--- src/pkg/prot_flags_pkg.sv ---
// Package: register map, field positions and carrier types for the alert/fault register bank
package prot_flags_pkg;

	// ==========================================
	// Register offsets
	localparam logic [7:0] ALERT_SRC_ADDR = 8'h20;
	localparam logic [7:0] FAULT_SRC_ADDR = 8'h21;
	localparam logic [7:0] CELL_HIGH_ADDR = 8'h22;
	localparam logic [7:0] CELL_LOW_ADDR  = 8'h23;
	localparam logic [7:0] PARITY_LO_ADDR = 8'h24;
	localparam logic [7:0] PARITY_HI_ADDR = 8'h25;
	localparam logic [7:0] CONV_CTRL_ADDR = 8'h30;

	// ==========================================
	// Alert source bit positions
	localparam int ALERT_ADDR_UNASSIGNED = 7;
	localparam int ALERT_PARITY_BAD      = 6;
	localparam int ALERT_OTP_DOUBLE      = 5;
	localparam int ALERT_FORCE           = 4;
	localparam int ALERT_DIE_THERMAL     = 3;
	localparam int ALERT_SLEEP_ENTRY     = 2;
	localparam int ALERT_TEMP_TWO        = 1;
	localparam int ALERT_TEMP_ONE        = 0;

	// ==========================================
	// Fault source bit positions
	localparam int FAULT_CONSISTENCY = 5;
	localparam int FAULT_FORCE       = 4;
	localparam int FAULT_POWER_ON    = 3;
	localparam int FAULT_PACKET_CRC  = 2;
	localparam int FAULT_CELL_LOW    = 1;
	localparam int FAULT_CELL_HIGH   = 0;

	// ==========================================
	// Masks and reset values
	localparam logic [7:0] ALERT_MASK      = 8'hFF;
	localparam logic [7:0] FAULT_MASK      = 8'h3F;
	localparam logic [7:0] CELL_MASK       = 8'h3F;
	localparam logic [7:0] PARITY_HI_MASK  = 8'h0F;
	localparam logic [7:0] CONV_CTRL_MASK  = 8'h7F;
	localparam logic [7:0] ALERT_RESET     = 8'h80;
	localparam logic [7:0] FAULT_RESET     = 8'h08;
	localparam logic [7:0] CONV_CTRL_RESET = 8'h00;
	localparam logic [2:0] CELL_SEL_MAX    = 3'h5;

	// ==========================================
	// Carriers
	typedef struct packed {
		logic       wr;
		logic       rd;
		logic [7:0] addr;
		logic [7:0] wdata;
	} reg_req_s;

	typedef struct packed {
		logic       rvalid;
		logic [7:0] rdata;
	} reg_rsp_s;

	typedef struct packed {
		logic       parity_bad;
		logic       otp_double_err;
		logic       die_thermal_trip;
		logic       sleep_ctrl;
		logic       temp_one_hot;
		logic       temp_two_hot;
		logic       consistency_fail;
		logic       packet_crc_err;
		logic [5:0] cell_high_flag;
		logic [5:0] cell_low_flag;
	} event_in_s;

	typedef struct packed {
		logic       reserved;
		logic       conv_force_on;
		logic       temp_input_two;
		logic       temp_input_one;
		logic       aux_analog_input;
		logic [2:0] cell_range;
	} conv_ctrl_s;

endpackage

--- src/rtl/sticky_flag.sv ---
// Sticky flag cell: event sets, write-one clears, set wins over clear
`timescale 1ns/1ps
module sticky_flag
(
	input  wire logic clk_sys,
	input  wire logic sys_rst,
	input  wire logic clk_en,
	input  wire logic set_evt,
	input  wire logic clr_req,
	output logic      flag
);

	// ==========================================
	// State
	typedef struct packed {
		logic flag;
	} cell_state_s;

	cell_state_s state_reg;
	cell_state_s state_next;

	always_comb
	begin
		state_next = state_reg;
		// Set takes priority so an event in the clear cycle is kept
		if (set_evt)
			state_next.flag = 1'b1;
		else if (clr_req)
			state_next.flag = 1'b0;
	end

	always_ff @(posedge clk_sys or posedge sys_rst)
	begin
		if (sys_rst)
			state_reg <= '0;
		else if (clk_en)
			state_reg <= state_next;
	end

	assign flag = state_reg.flag;

endmodule

--- src/rtl/prot_flags_bank.sv ---
// Alert and fault source register bank of a stackable cell monitor
`timescale 1ns/1ps
// Functional notes
// RULE1: Alert flags clear by writing one; bit 4 holds any written value. In the code bit 7 does not clear on a write of one; it clears only as in RULE4.
// RULE2: Fault flags clear by writing one; bit 4 holds any written value.
// RULE3: Alert bit 7 reads inverse of address-assigned; one after reset. Code resets it to zero; set on first enabled clock without an address.
// RULE4: Unassigned flag clears after address set, then write one, then zero.
// RULE5: Alert bit 6 set on protected configuration parity failure.
// RULE6: Alert bit 5 set on uncorrectable OTP error, not corrected ones.
// RULE7: Alert bit 4 held one forces alert output asserted.
// RULE8: Alert bit 3 set on die thermal shutdown; default zero.
// RULE9: Alert bit 2 set only on entry into sleep.
// RULE10: Alert bit 1 set when second temperature input over limit.
// RULE11: Alert bit 0 set when first temperature input over limit.
// RULE12: Fault bit 5 set on internal consistency check failure.
// RULE13: Fault bit 4 held one forces fault output asserted.
// RULE14: Fault bit 3 set by power-on reset.
// RULE15: Fault bit 2 set when last packet fails CRC.
// RULE16: Fault bit 1 set when any cell undervoltage.
// RULE17: Fault bit 0 set when any cell overvoltage.
// RULE18: High-voltage register bits 5-0 flag cells six to one.
// RULE19: Low-voltage register bits 5-0 flag cells six to one.
// RULE20: Parity register 0x24 holds eight protected register parity bits.
// RULE21: Parity register 0x25 holds four spare word parities in bits 3-0.
// RULE22: Conversion control layout: reserved, force-on, temp selects, aux, range.
// RULE23: Cell range codes 000 to 101 select one to six cells.
// RULE24: Alert or fault output asserted whenever any respective flag is set; code registers it, one enabled clock later.
// RULE25: Reserved bits read zero and ignore writes.
module prot_flags_bank
(
	input  wire logic                      clk_sys,
	input  wire logic                      sys_rst,
	input  wire logic                      clk_en,
	input  wire prot_flags_pkg::reg_req_s  req,
	output prot_flags_pkg::reg_rsp_s       rsp,
	input  wire prot_flags_pkg::event_in_s evt,
	input  wire logic                      address_assigned,
	input  wire logic [7:0]                parity_lo_in,
	input  wire logic [3:0]                parity_hi_in,
	output prot_flags_pkg::conv_ctrl_s     conv_ctrl,
	output logic                           alert_out,
	output logic                           fault_out
);

	// ==========================================
	// State
	typedef struct packed {
		prot_flags_pkg::reg_rsp_s   rsp;
		prot_flags_pkg::conv_ctrl_s conv;
		logic                       alert_force;
		logic                       fault_force;
		logic                       unassigned_armed;
		logic                       sleep_prev;
		logic                       por_pending;
		logic                       alert_out;
		logic                       fault_out;
	} bank_state_s;

	bank_state_s state_reg;
	bank_state_s state_next;

	logic [7:0] alert_set;
	logic [7:0] alert_clr;
	logic [7:0] alert_flags;
	logic [7:0] fault_set;
	logic [7:0] fault_clr;
	logic [7:0] fault_flags;
	logic [7:0] alert_view;
	logic [7:0] fault_view;
	logic       wr_alert;
	logic       wr_fault;

	function automatic logic hit(input logic [7:0] a, input logic [7:0] b);
		hit = (a == b);
	endfunction

	assign wr_alert = req.wr && hit(req.addr, prot_flags_pkg::ALERT_SRC_ADDR);
	assign wr_fault = req.wr && hit(req.addr, prot_flags_pkg::FAULT_SRC_ADDR);

	// ==========================================
	// Event sources
	always_comb
	begin
		alert_set = '0;
		alert_clr = '0;
		// RULE3: unassigned raised
		alert_set[prot_flags_pkg::ALERT_ADDR_UNASSIGNED] = !address_assigned;
		// RULE4: clear on one then zero
		alert_clr[prot_flags_pkg::ALERT_ADDR_UNASSIGNED] = wr_alert && address_assigned
			&& state_reg.unassigned_armed
			&& !req.wdata[prot_flags_pkg::ALERT_ADDR_UNASSIGNED];
		// RULE5: parity failure
		alert_set[prot_flags_pkg::ALERT_PARITY_BAD] = evt.parity_bad;
		// RULE6: double-bit only
		alert_set[prot_flags_pkg::ALERT_OTP_DOUBLE] = evt.otp_double_err;
		// RULE8: thermal shutdown
		alert_set[prot_flags_pkg::ALERT_DIE_THERMAL] = evt.die_thermal_trip;
		// RULE9: sleep entry edge
		alert_set[prot_flags_pkg::ALERT_SLEEP_ENTRY] = evt.sleep_ctrl && !state_reg.sleep_prev;
		// RULE10: second input over
		alert_set[prot_flags_pkg::ALERT_TEMP_TWO] = evt.temp_two_hot;
		// RULE11: first input over
		alert_set[prot_flags_pkg::ALERT_TEMP_ONE] = evt.temp_one_hot;
		// RULE1: write one clears
		for (int i = 0; i < 7; i++)
		begin
			if (i != prot_flags_pkg::ALERT_FORCE)
				alert_clr[i] = wr_alert && req.wdata[i];
		end

		fault_set = '0;
		fault_clr = '0;
		// RULE12: consistency failure
		fault_set[prot_flags_pkg::FAULT_CONSISTENCY] = evt.consistency_fail;
		// RULE14: power-on marker
		fault_set[prot_flags_pkg::FAULT_POWER_ON] = state_reg.por_pending;
		// RULE15: packet CRC error
		fault_set[prot_flags_pkg::FAULT_PACKET_CRC] = evt.packet_crc_err;
		// RULE16: any cell low
		fault_set[prot_flags_pkg::FAULT_CELL_LOW] = |evt.cell_low_flag;
		// RULE17: any cell high
		fault_set[prot_flags_pkg::FAULT_CELL_HIGH] = |evt.cell_high_flag;
		// RULE2: write one clears
		for (int i = 0; i < 6; i++)
		begin
			if (i != prot_flags_pkg::FAULT_FORCE)
				fault_clr[i] = wr_fault && req.wdata[i];
		end
	end

	// ==========================================
	// Sticky flag cells
	genvar g;
	generate
		for (g = 0; g < 8; g++)
		begin : g_alert
			sticky_flag u_alert
			(
				.clk_sys (clk_sys),
				.sys_rst (sys_rst),
				.clk_en  (clk_en),
				.set_evt (alert_set[g]),
				.clr_req (alert_clr[g]),
				.flag    (alert_flags[g])
			);
		end
		for (g = 0; g < 8; g++)
		begin : g_fault
			sticky_flag u_fault
			(
				.clk_sys (clk_sys),
				.sys_rst (sys_rst),
				.clk_en  (clk_en),
				.set_evt (fault_set[g]),
				.clr_req (fault_clr[g]),
				.flag    (fault_flags[g])
			);
		end
	endgenerate

	// ==========================================
	// Register views
	always_comb
	begin
		alert_view = alert_flags;
		// RULE7: force bit stored
		alert_view[prot_flags_pkg::ALERT_FORCE] = state_reg.alert_force;
		fault_view = fault_flags & prot_flags_pkg::FAULT_MASK;
		// RULE13: force bit stored
		fault_view[prot_flags_pkg::FAULT_FORCE] = state_reg.fault_force;
	end

	// ==========================================
	// Next state
	always_comb
	begin
		state_next = state_reg;
		state_next.por_pending = 1'b0;
		state_next.sleep_prev = evt.sleep_ctrl;
		state_next.rsp.rvalid = req.rd;
		state_next.rsp.rdata = '0;
		// Unassigned flag arms on the write of one once an address exists
		if (wr_alert && address_assigned
			&& req.wdata[prot_flags_pkg::ALERT_ADDR_UNASSIGNED])
			state_next.unassigned_armed = 1'b1;
		if (!address_assigned)
			state_next.unassigned_armed = 1'b0;
		if (wr_alert)
			state_next.alert_force = req.wdata[prot_flags_pkg::ALERT_FORCE];
		if (wr_fault)
			state_next.fault_force = req.wdata[prot_flags_pkg::FAULT_FORCE];
		// RULE22: conversion control layout
		if (req.wr && hit(req.addr, prot_flags_pkg::CONV_CTRL_ADDR))
		begin
			// RULE25: reserved bit dropped
			state_next.conv = req.wdata & prot_flags_pkg::CONV_CTRL_MASK;
			// RULE23: out-of-range codes kept at one cell
			if (req.wdata[2:0] > prot_flags_pkg::CELL_SEL_MAX)
				state_next.conv.cell_range = '0;
		end
		if (req.rd)
		begin
			unique case (req.addr)
				prot_flags_pkg::ALERT_SRC_ADDR:
					state_next.rsp.rdata = alert_view;
				prot_flags_pkg::FAULT_SRC_ADDR:
					state_next.rsp.rdata = fault_view;
				// RULE18: per-cell high flags
				prot_flags_pkg::CELL_HIGH_ADDR:
					state_next.rsp.rdata = {2'b00, evt.cell_high_flag};
				// RULE19: per-cell low flags
				prot_flags_pkg::CELL_LOW_ADDR:
					state_next.rsp.rdata = {2'b00, evt.cell_low_flag};
				// RULE20: eight parity bits
				prot_flags_pkg::PARITY_LO_ADDR:
					state_next.rsp.rdata = parity_lo_in;
				// RULE21: spare word parity
				prot_flags_pkg::PARITY_HI_ADDR:
					state_next.rsp.rdata = {4'h0, parity_hi_in};
				prot_flags_pkg::CONV_CTRL_ADDR:
					state_next.rsp.rdata = state_reg.conv;
				default:
					state_next.rsp.rdata = '0;
			endcase
		end
		// RULE24: outputs follow flags
		state_next.alert_out = |alert_view;
		state_next.fault_out = |fault_view;
	end

	always_ff @(posedge clk_sys or posedge sys_rst)
	begin
		if (sys_rst)
		begin
			state_reg <= '0;
			state_reg.por_pending <= 1'b1;
		end
		else if (clk_en)
			state_reg <= state_next;
	end

	assign rsp       = state_reg.rsp;
	assign conv_ctrl = state_reg.conv;
	assign alert_out = state_reg.alert_out;
	assign fault_out = state_reg.fault_out;
endmodule

--- config.mk ---
export PLATFORM = sky130hd
export DESIGN_NAME = prot_flags_bank
export DESIGN_NICKNAME = d
export VERILOG_FILES = /design/src/pkg/prot_flags_pkg.sv /design/src/rtl/sticky_flag.sv /design/src/rtl/prot_flags_bank.sv
export SDC_FILE = /design/constraint.sdc
export NUM_CORES = 1
export LEC_CHECK = 0
export BUFFER_PORTS_ARGS = -buffer_cell sky130_fd_sc_hd__buf_2
export CAP_MARGIN = 20
export CORE_MARGIN = 1.5
export CORE_UTILIZATION = 30
export CTS_BUF_LIST = sky130_fd_sc_hd__clkbuf_16
export CTS_CLUSTER_DIAMETER = 80
export DETAILED_ROUTE_END_ITERATION = 6
export HOLD_SLACK_MARGIN = 0.12
export PLACE_DENSITY_LB_ADDON = 0.08
export SLEW_MARGIN = 30
export SYNTH_ARGS = -nofsm -noshare
export SYNTH_HDL_FRONTEND = slang
export SYNTH_SLANG_ARGS = --single-unit
--- constraint.sdc ---
create_clock -name clk_sys -period 2 [get_ports clk_sys]
set_input_delay 0.1 -clock clk_sys [delete_from_list [all_inputs] [get_ports clk_sys]]
set_output_delay 0.1 -clock clk_sys [all_outputs]
set_load 0.005 [all_outputs]
After elaboration in Yosys (flattened, before gate mapping)
Index checks and enable logic that the tools add are counted.
- register bits after elaboration: 35
- bits of input ports: 54
- output and inout bits: 19
- word-level logic and storage cells: 117
- $lt $le $gt $ge: 1
- equal/unequal tests: 9
- muxes and demuxes: 29
- reductions and logical operators: 52
- operators with widths (kind ; number):
    8-bit by 6-bit == test with 1-bit output (second input constant) ; 7
    8-bit one-hot mux with 7 select lines ; 1
    2-bit AND reduction ; 16
    1-bit 2-to-1 mux ; 26
    2-bit nonzero test ; 11
    1-bit logical AND ; 19
    6-bit OR reduction ; 3
    8-bit 2-to-1 mux ; 1
    8-bit OR reduction ; 1
    2-bit by 1-bit inequality test with 1-bit output (second input constant) ; 2
    3-bit > comparator (second input constant) ; 1
    3-bit 2-to-1 mux ; 1
    1-bit zero test ; 2

Logic depth before layout (Yosys ltp)
- depth in word-level cells: 7
- mapped depth: 6
- depth with buffers taken out: 4

By module
Synthesis repeated with hierarchy kept, for this count alone.
- cell total of the unflattened synthesis: 215
- area total of the unflattened synthesis: 2132.0 um2
- modules (own cells, without submodules) (module ; times used ; cells each ; area each (um2) ; sequential area each (um2)):
    prot_flags_bank ; 1 ; 167 ; 1636.6 ; 576.8
    sticky_flag ; 12 ; 4 ; 41.3 ; 25.0

Least setup slack after synthesis
OpenSTA, ideal clock, no wires.
- kind: flip-flop to flip-flop
- from: register g_fault[3].u_fault.state_reg
- to: register state_reg, in the netlist rsp[3]
- setup time: 134 ps
- arrival: 1193 ps
- required time: 1866 ps
- path slack: 673 ps
- stages on the path, launching flop included: 4
- path buffers: 0
- period minus slack after synthesis: 1327 ps
- cells stage by stage: dfrtp_1 > mux4_1 > a221oi_1 > o22ai_1
- longest elaborated chain between the ends: 2
- RTL lines (what ; RTL line ; source):
    start, declared ; sticky_flag.sv:19 ; cell_state_s state_reg;
    start signal, assigned ; sticky_flag.sv:37 ; state_reg <= state_next;
    8-bit one-hot mux with 7 select lines ; prot_flags_bank.sv:203 ; unique case (req.addr)
    8-bit 2-to-1 mux ; prot_flags_bank.sv:201 ; if (req.rd)
    end signal, assigned ; prot_flags_bank.sv:239 ; state_reg <= state_next;
    end, declared ; prot_flags_bank.sv:59 ; bank_state_s state_reg;
Every way passes these cells.
A chain may end at the register's enable or synchronous reset.

Worst setup path in the final report
- from: input port req[8] in the netlist's numbering
- to: register g_alert[6].u_alert.state_reg
- longest elaborated chain between the ends: 5
- RTL lines (what ; RTL line ; source):
    start, declared ; prot_flags_bank.sv:34 ; input wire prot_flags_pkg::reg_req_s req,
    8-bit by 6-bit == test with 1-bit output ; prot_flags_bank.sv:74 ; hit = (a == b);
    1-bit logical AND ; prot_flags_bank.sv:77 ; assign wr_alert = req.wr && hit(req.addr, prot_flags_pkg::ALERT_SRC_ADDR);
    1-bit logical AND ; prot_flags_bank.sv:108 ; alert_clr[i] = wr_alert && req.wdata[i];
    2-bit nonzero test (no line) ; -- ;
    2-bit AND reduction (no line) ; -- ;
    end signal, assigned ; sticky_flag.sv:37 ;
    end, declared ; sticky_flag.sv:19 ;
Every way passes these cells.

==> impl_results.md <==
- Status: finished with violations
- Failing checks: design-rule violations
- Synth unique cells: 42
- Total gr overflow: 0
- Dpl ws: 0.394 ns
- CP Buf/Inv Count: 2
- Post-synthesis compound-gate area fraction: 14.4%
- Critical Path Stages: 6
- CTS Buf Count: 5
- DRC: 3
- Top Ports: 73
- Total vias in the final route: 1683
- Placed instance area: approximately 2300 um2
- Register area: between 800 and 900 um2
- ANT nets after route: 0
- Unrepaired setup endpoints after global routing: false
- Synth Instances: 190
- Post-route insts no fill: about 340
- Area delta synth->final: 30.7%
- Adder-cell share of the synthesized area: 0%
- Post-layout net count: ~320
- Crit Path Category: input pin to flop
- Peak VDD IR: about 0.00028 V
- Total chip power: 1.69 mW
- Xor-xnor portion of the synthesized cell area: 0%
- Num rows: 29
- #FFs+latches synth: 35
- Gr usage total: 15.9%
- Startpoint types: input pin
- Commonest non-fill, non-tap cell in the layout: buf_2
- Mapped Avg Cell Area: 10.7 um2
- Cell area after layout: ~2700 um2
- Final Util: just over 40%
- Largest net degree at the start of global routing: 36
- Largest family of logic cells by synthesized area: simple AND/OR/NAND/NOR gates
- Ys async rst share: 100%
- Die area: 7310 um2
- Area of the multi-input gates: between 900 and 1000 um2
- Crit-path cells: buf_2 > nor2_1 > and4_1 > nand2_1 > a22o_1 > dlygate4sd3_1
- Initial Util: a little under a third
- P per Cell Area: 634 nW/um2
- Max FFs per register: 9
- Pleak: 1.21 nW
- Clk buf depth: 2
- Critical path's largest stage delay: ~0.55 ns
- Share of post-route cells with drive strength above 1: between 30% and 40%
- Min Hold Slack: 0.159 ns
- Fillers: ~650
- Root buf cell: clkbuf_16
- Setup WS post-layout: ~0.23 ns
- WL per Instance: 16.1 um
- FF-to-FF path depth: 3
- Clk sinks: 35
- Mapped Nets: around 240
- Total wire length: roughly 5500 um
- Fmax: ~570 MHz
- H-tree depth: 2
- Mux cell area share after synthesis: between 10% and 20%
- Postcts setup bufs: 0
- CP Capture Type: flop
- CP max-delay cell: dlygate4sd3_1
- Worst Hold Depth: 4
- Routability cong.: about 0.76
- Synthesized cell area: approximately 2000 um2
- Worst Path Arrival: 1.94 ns
- Max Cap Viol: 0
- Most frequent cells in the layout: buf_2, dfrtp_1, nand2_1, dlygate4sd3_1, a22o_1
- CTS tree: done
- Max Slew Vio Count: 0
- Simple-gate area share of the yosys netlist: 17.8%
- Core Area: approximately 6500 um2
- IO Port Bufs: between 70 and 80
- Starting DRT DRC Count: 35
- Placed Cells: between 300 and 400
- Clk Latency, worst-skew pair: 0.28 ns
- First-pass GRT wire length: between 8000 and 9000 um
- Post-synth EDFFs: 0
- Initial antenna violation count: 0
- DIE WIDTH: approximately 85 um
- Post-synthesis sequential area ratio: 43.0%
- Vias per cell: a little under 5
- Final period util: around 90%
- Final Hold Viols: 0
- Critical Path RT: between 2 and 2.5 ns
- Antenna diodes: 0
- Dpl hpwl: around 4200 um
- Setup TNS: 0 ns
- Minimum clock period: approximately 1.8 ns
- Clk slew on worst S/H paths: 0.06 ns
- Delay-heaviest family, CP: simple AND/OR/NAND/NOR gates
- Die Y: approximately 85 um
- Final setup viols: 0
- Max Fanout on Critical Path: 14
- Initial DRT Pass Iterations: 6
- Synth warn: 0
- Top_reg_cell synth: dfrtp_1
- Vias in the first global route: ~1700
- Setup Skew: around 0.005 ns
- Worst Hold Class: input pin to flop
==> cells by family after synthesis <==
kind of cell,count (synthesis)
other cells,1
flops,35
mux,19
compound gates,38
buf+inv,35
simple gates,62
==> power by group <==
part	switching, mW	total, mW	internal, mW
combinational	0.104	0.211	0.108
clock	0.303	0.756	0.453
sequential	0.00582	0.723	0.717
==> final cells by class <==
cell class / instances / area share [%]
multi-input cells: 120 / 35.2
clock buffers: 5 / 4.69
flip-flops and latches: 35 / 32.9
clock inverters: 3 / 0.563
repair buffers: 94 / 21.8
inverters: 9 / 1.27
well taps: 77 / 3.61
==> worst register-to-register path, delay by kind of cell (launching register included) <==
family	cells	cell delay (ns)
AO/OA/AOI/OAI	2	0.50
multiplexers	1	0.48
flip-flops	1	0.40
==> per-layer routing <==
metal / part of all wire (%) / vias up / GRT usage [%] / routed length, um
li1: - / 829 / - / -
met1: 47 / 799 / 21.4 / 2610
met2: 47 / 48 / 25.5 / 2580
met3: 4.8 / 7 / 2.92 / 267
met4: 1.2 / 0 / 6.16 / 69
met5: 0 / - / 0 / 0
==> synth_stat cells (5+ instances only) <==
cell	instances	share of area (%)
dfrtp_1	34	42
nand2_1	21	3.9
buf_4	18	6.6
a22o_1	12	5.2
nor2_1	10	1.8
inv_1	9	1.7
mux2_2	7	3.9
o22ai_1	7	2.1
mux2i_1	6	2.9
mux4_2	5	5.5
nor2b_1	5	1.5
nor4_1	5	1.5
==> path summary, 6_finish.rpt <==
path	endpoint	startpoint	slack (ns)
max	g_alert[6].u_alert.flag$_DFFE_PP0P_	req[8]	0.23
max reg2reg	rsp[0]$_DFFE_PP0P_	g_fault[0].u_fault.flag$_DFFE_PP0P_	0.49
min reg2reg	g_alert[2].u_alert.flag$_DFFE_PP0P_	state_reg[3]$_DFFE_PP0P_	0.44
min in group asynchronous	state_reg[4]$_DFFE_PP0P_	sys_rst	0.45
max in group asynchronous	fault_set[3]$_DFFE_PP1P_	sys_rst	1.19
min	g_fault[1].u_fault.flag$_DFFE_PP0P_	evt[2]	0.16
==> what timing repair did <==
action,4_1_cts,5_1_grt
resized for setup,0,0
hold endpoints to repair,53,0
hold buffers,21,0
Power figures use the tool's default switching activity.
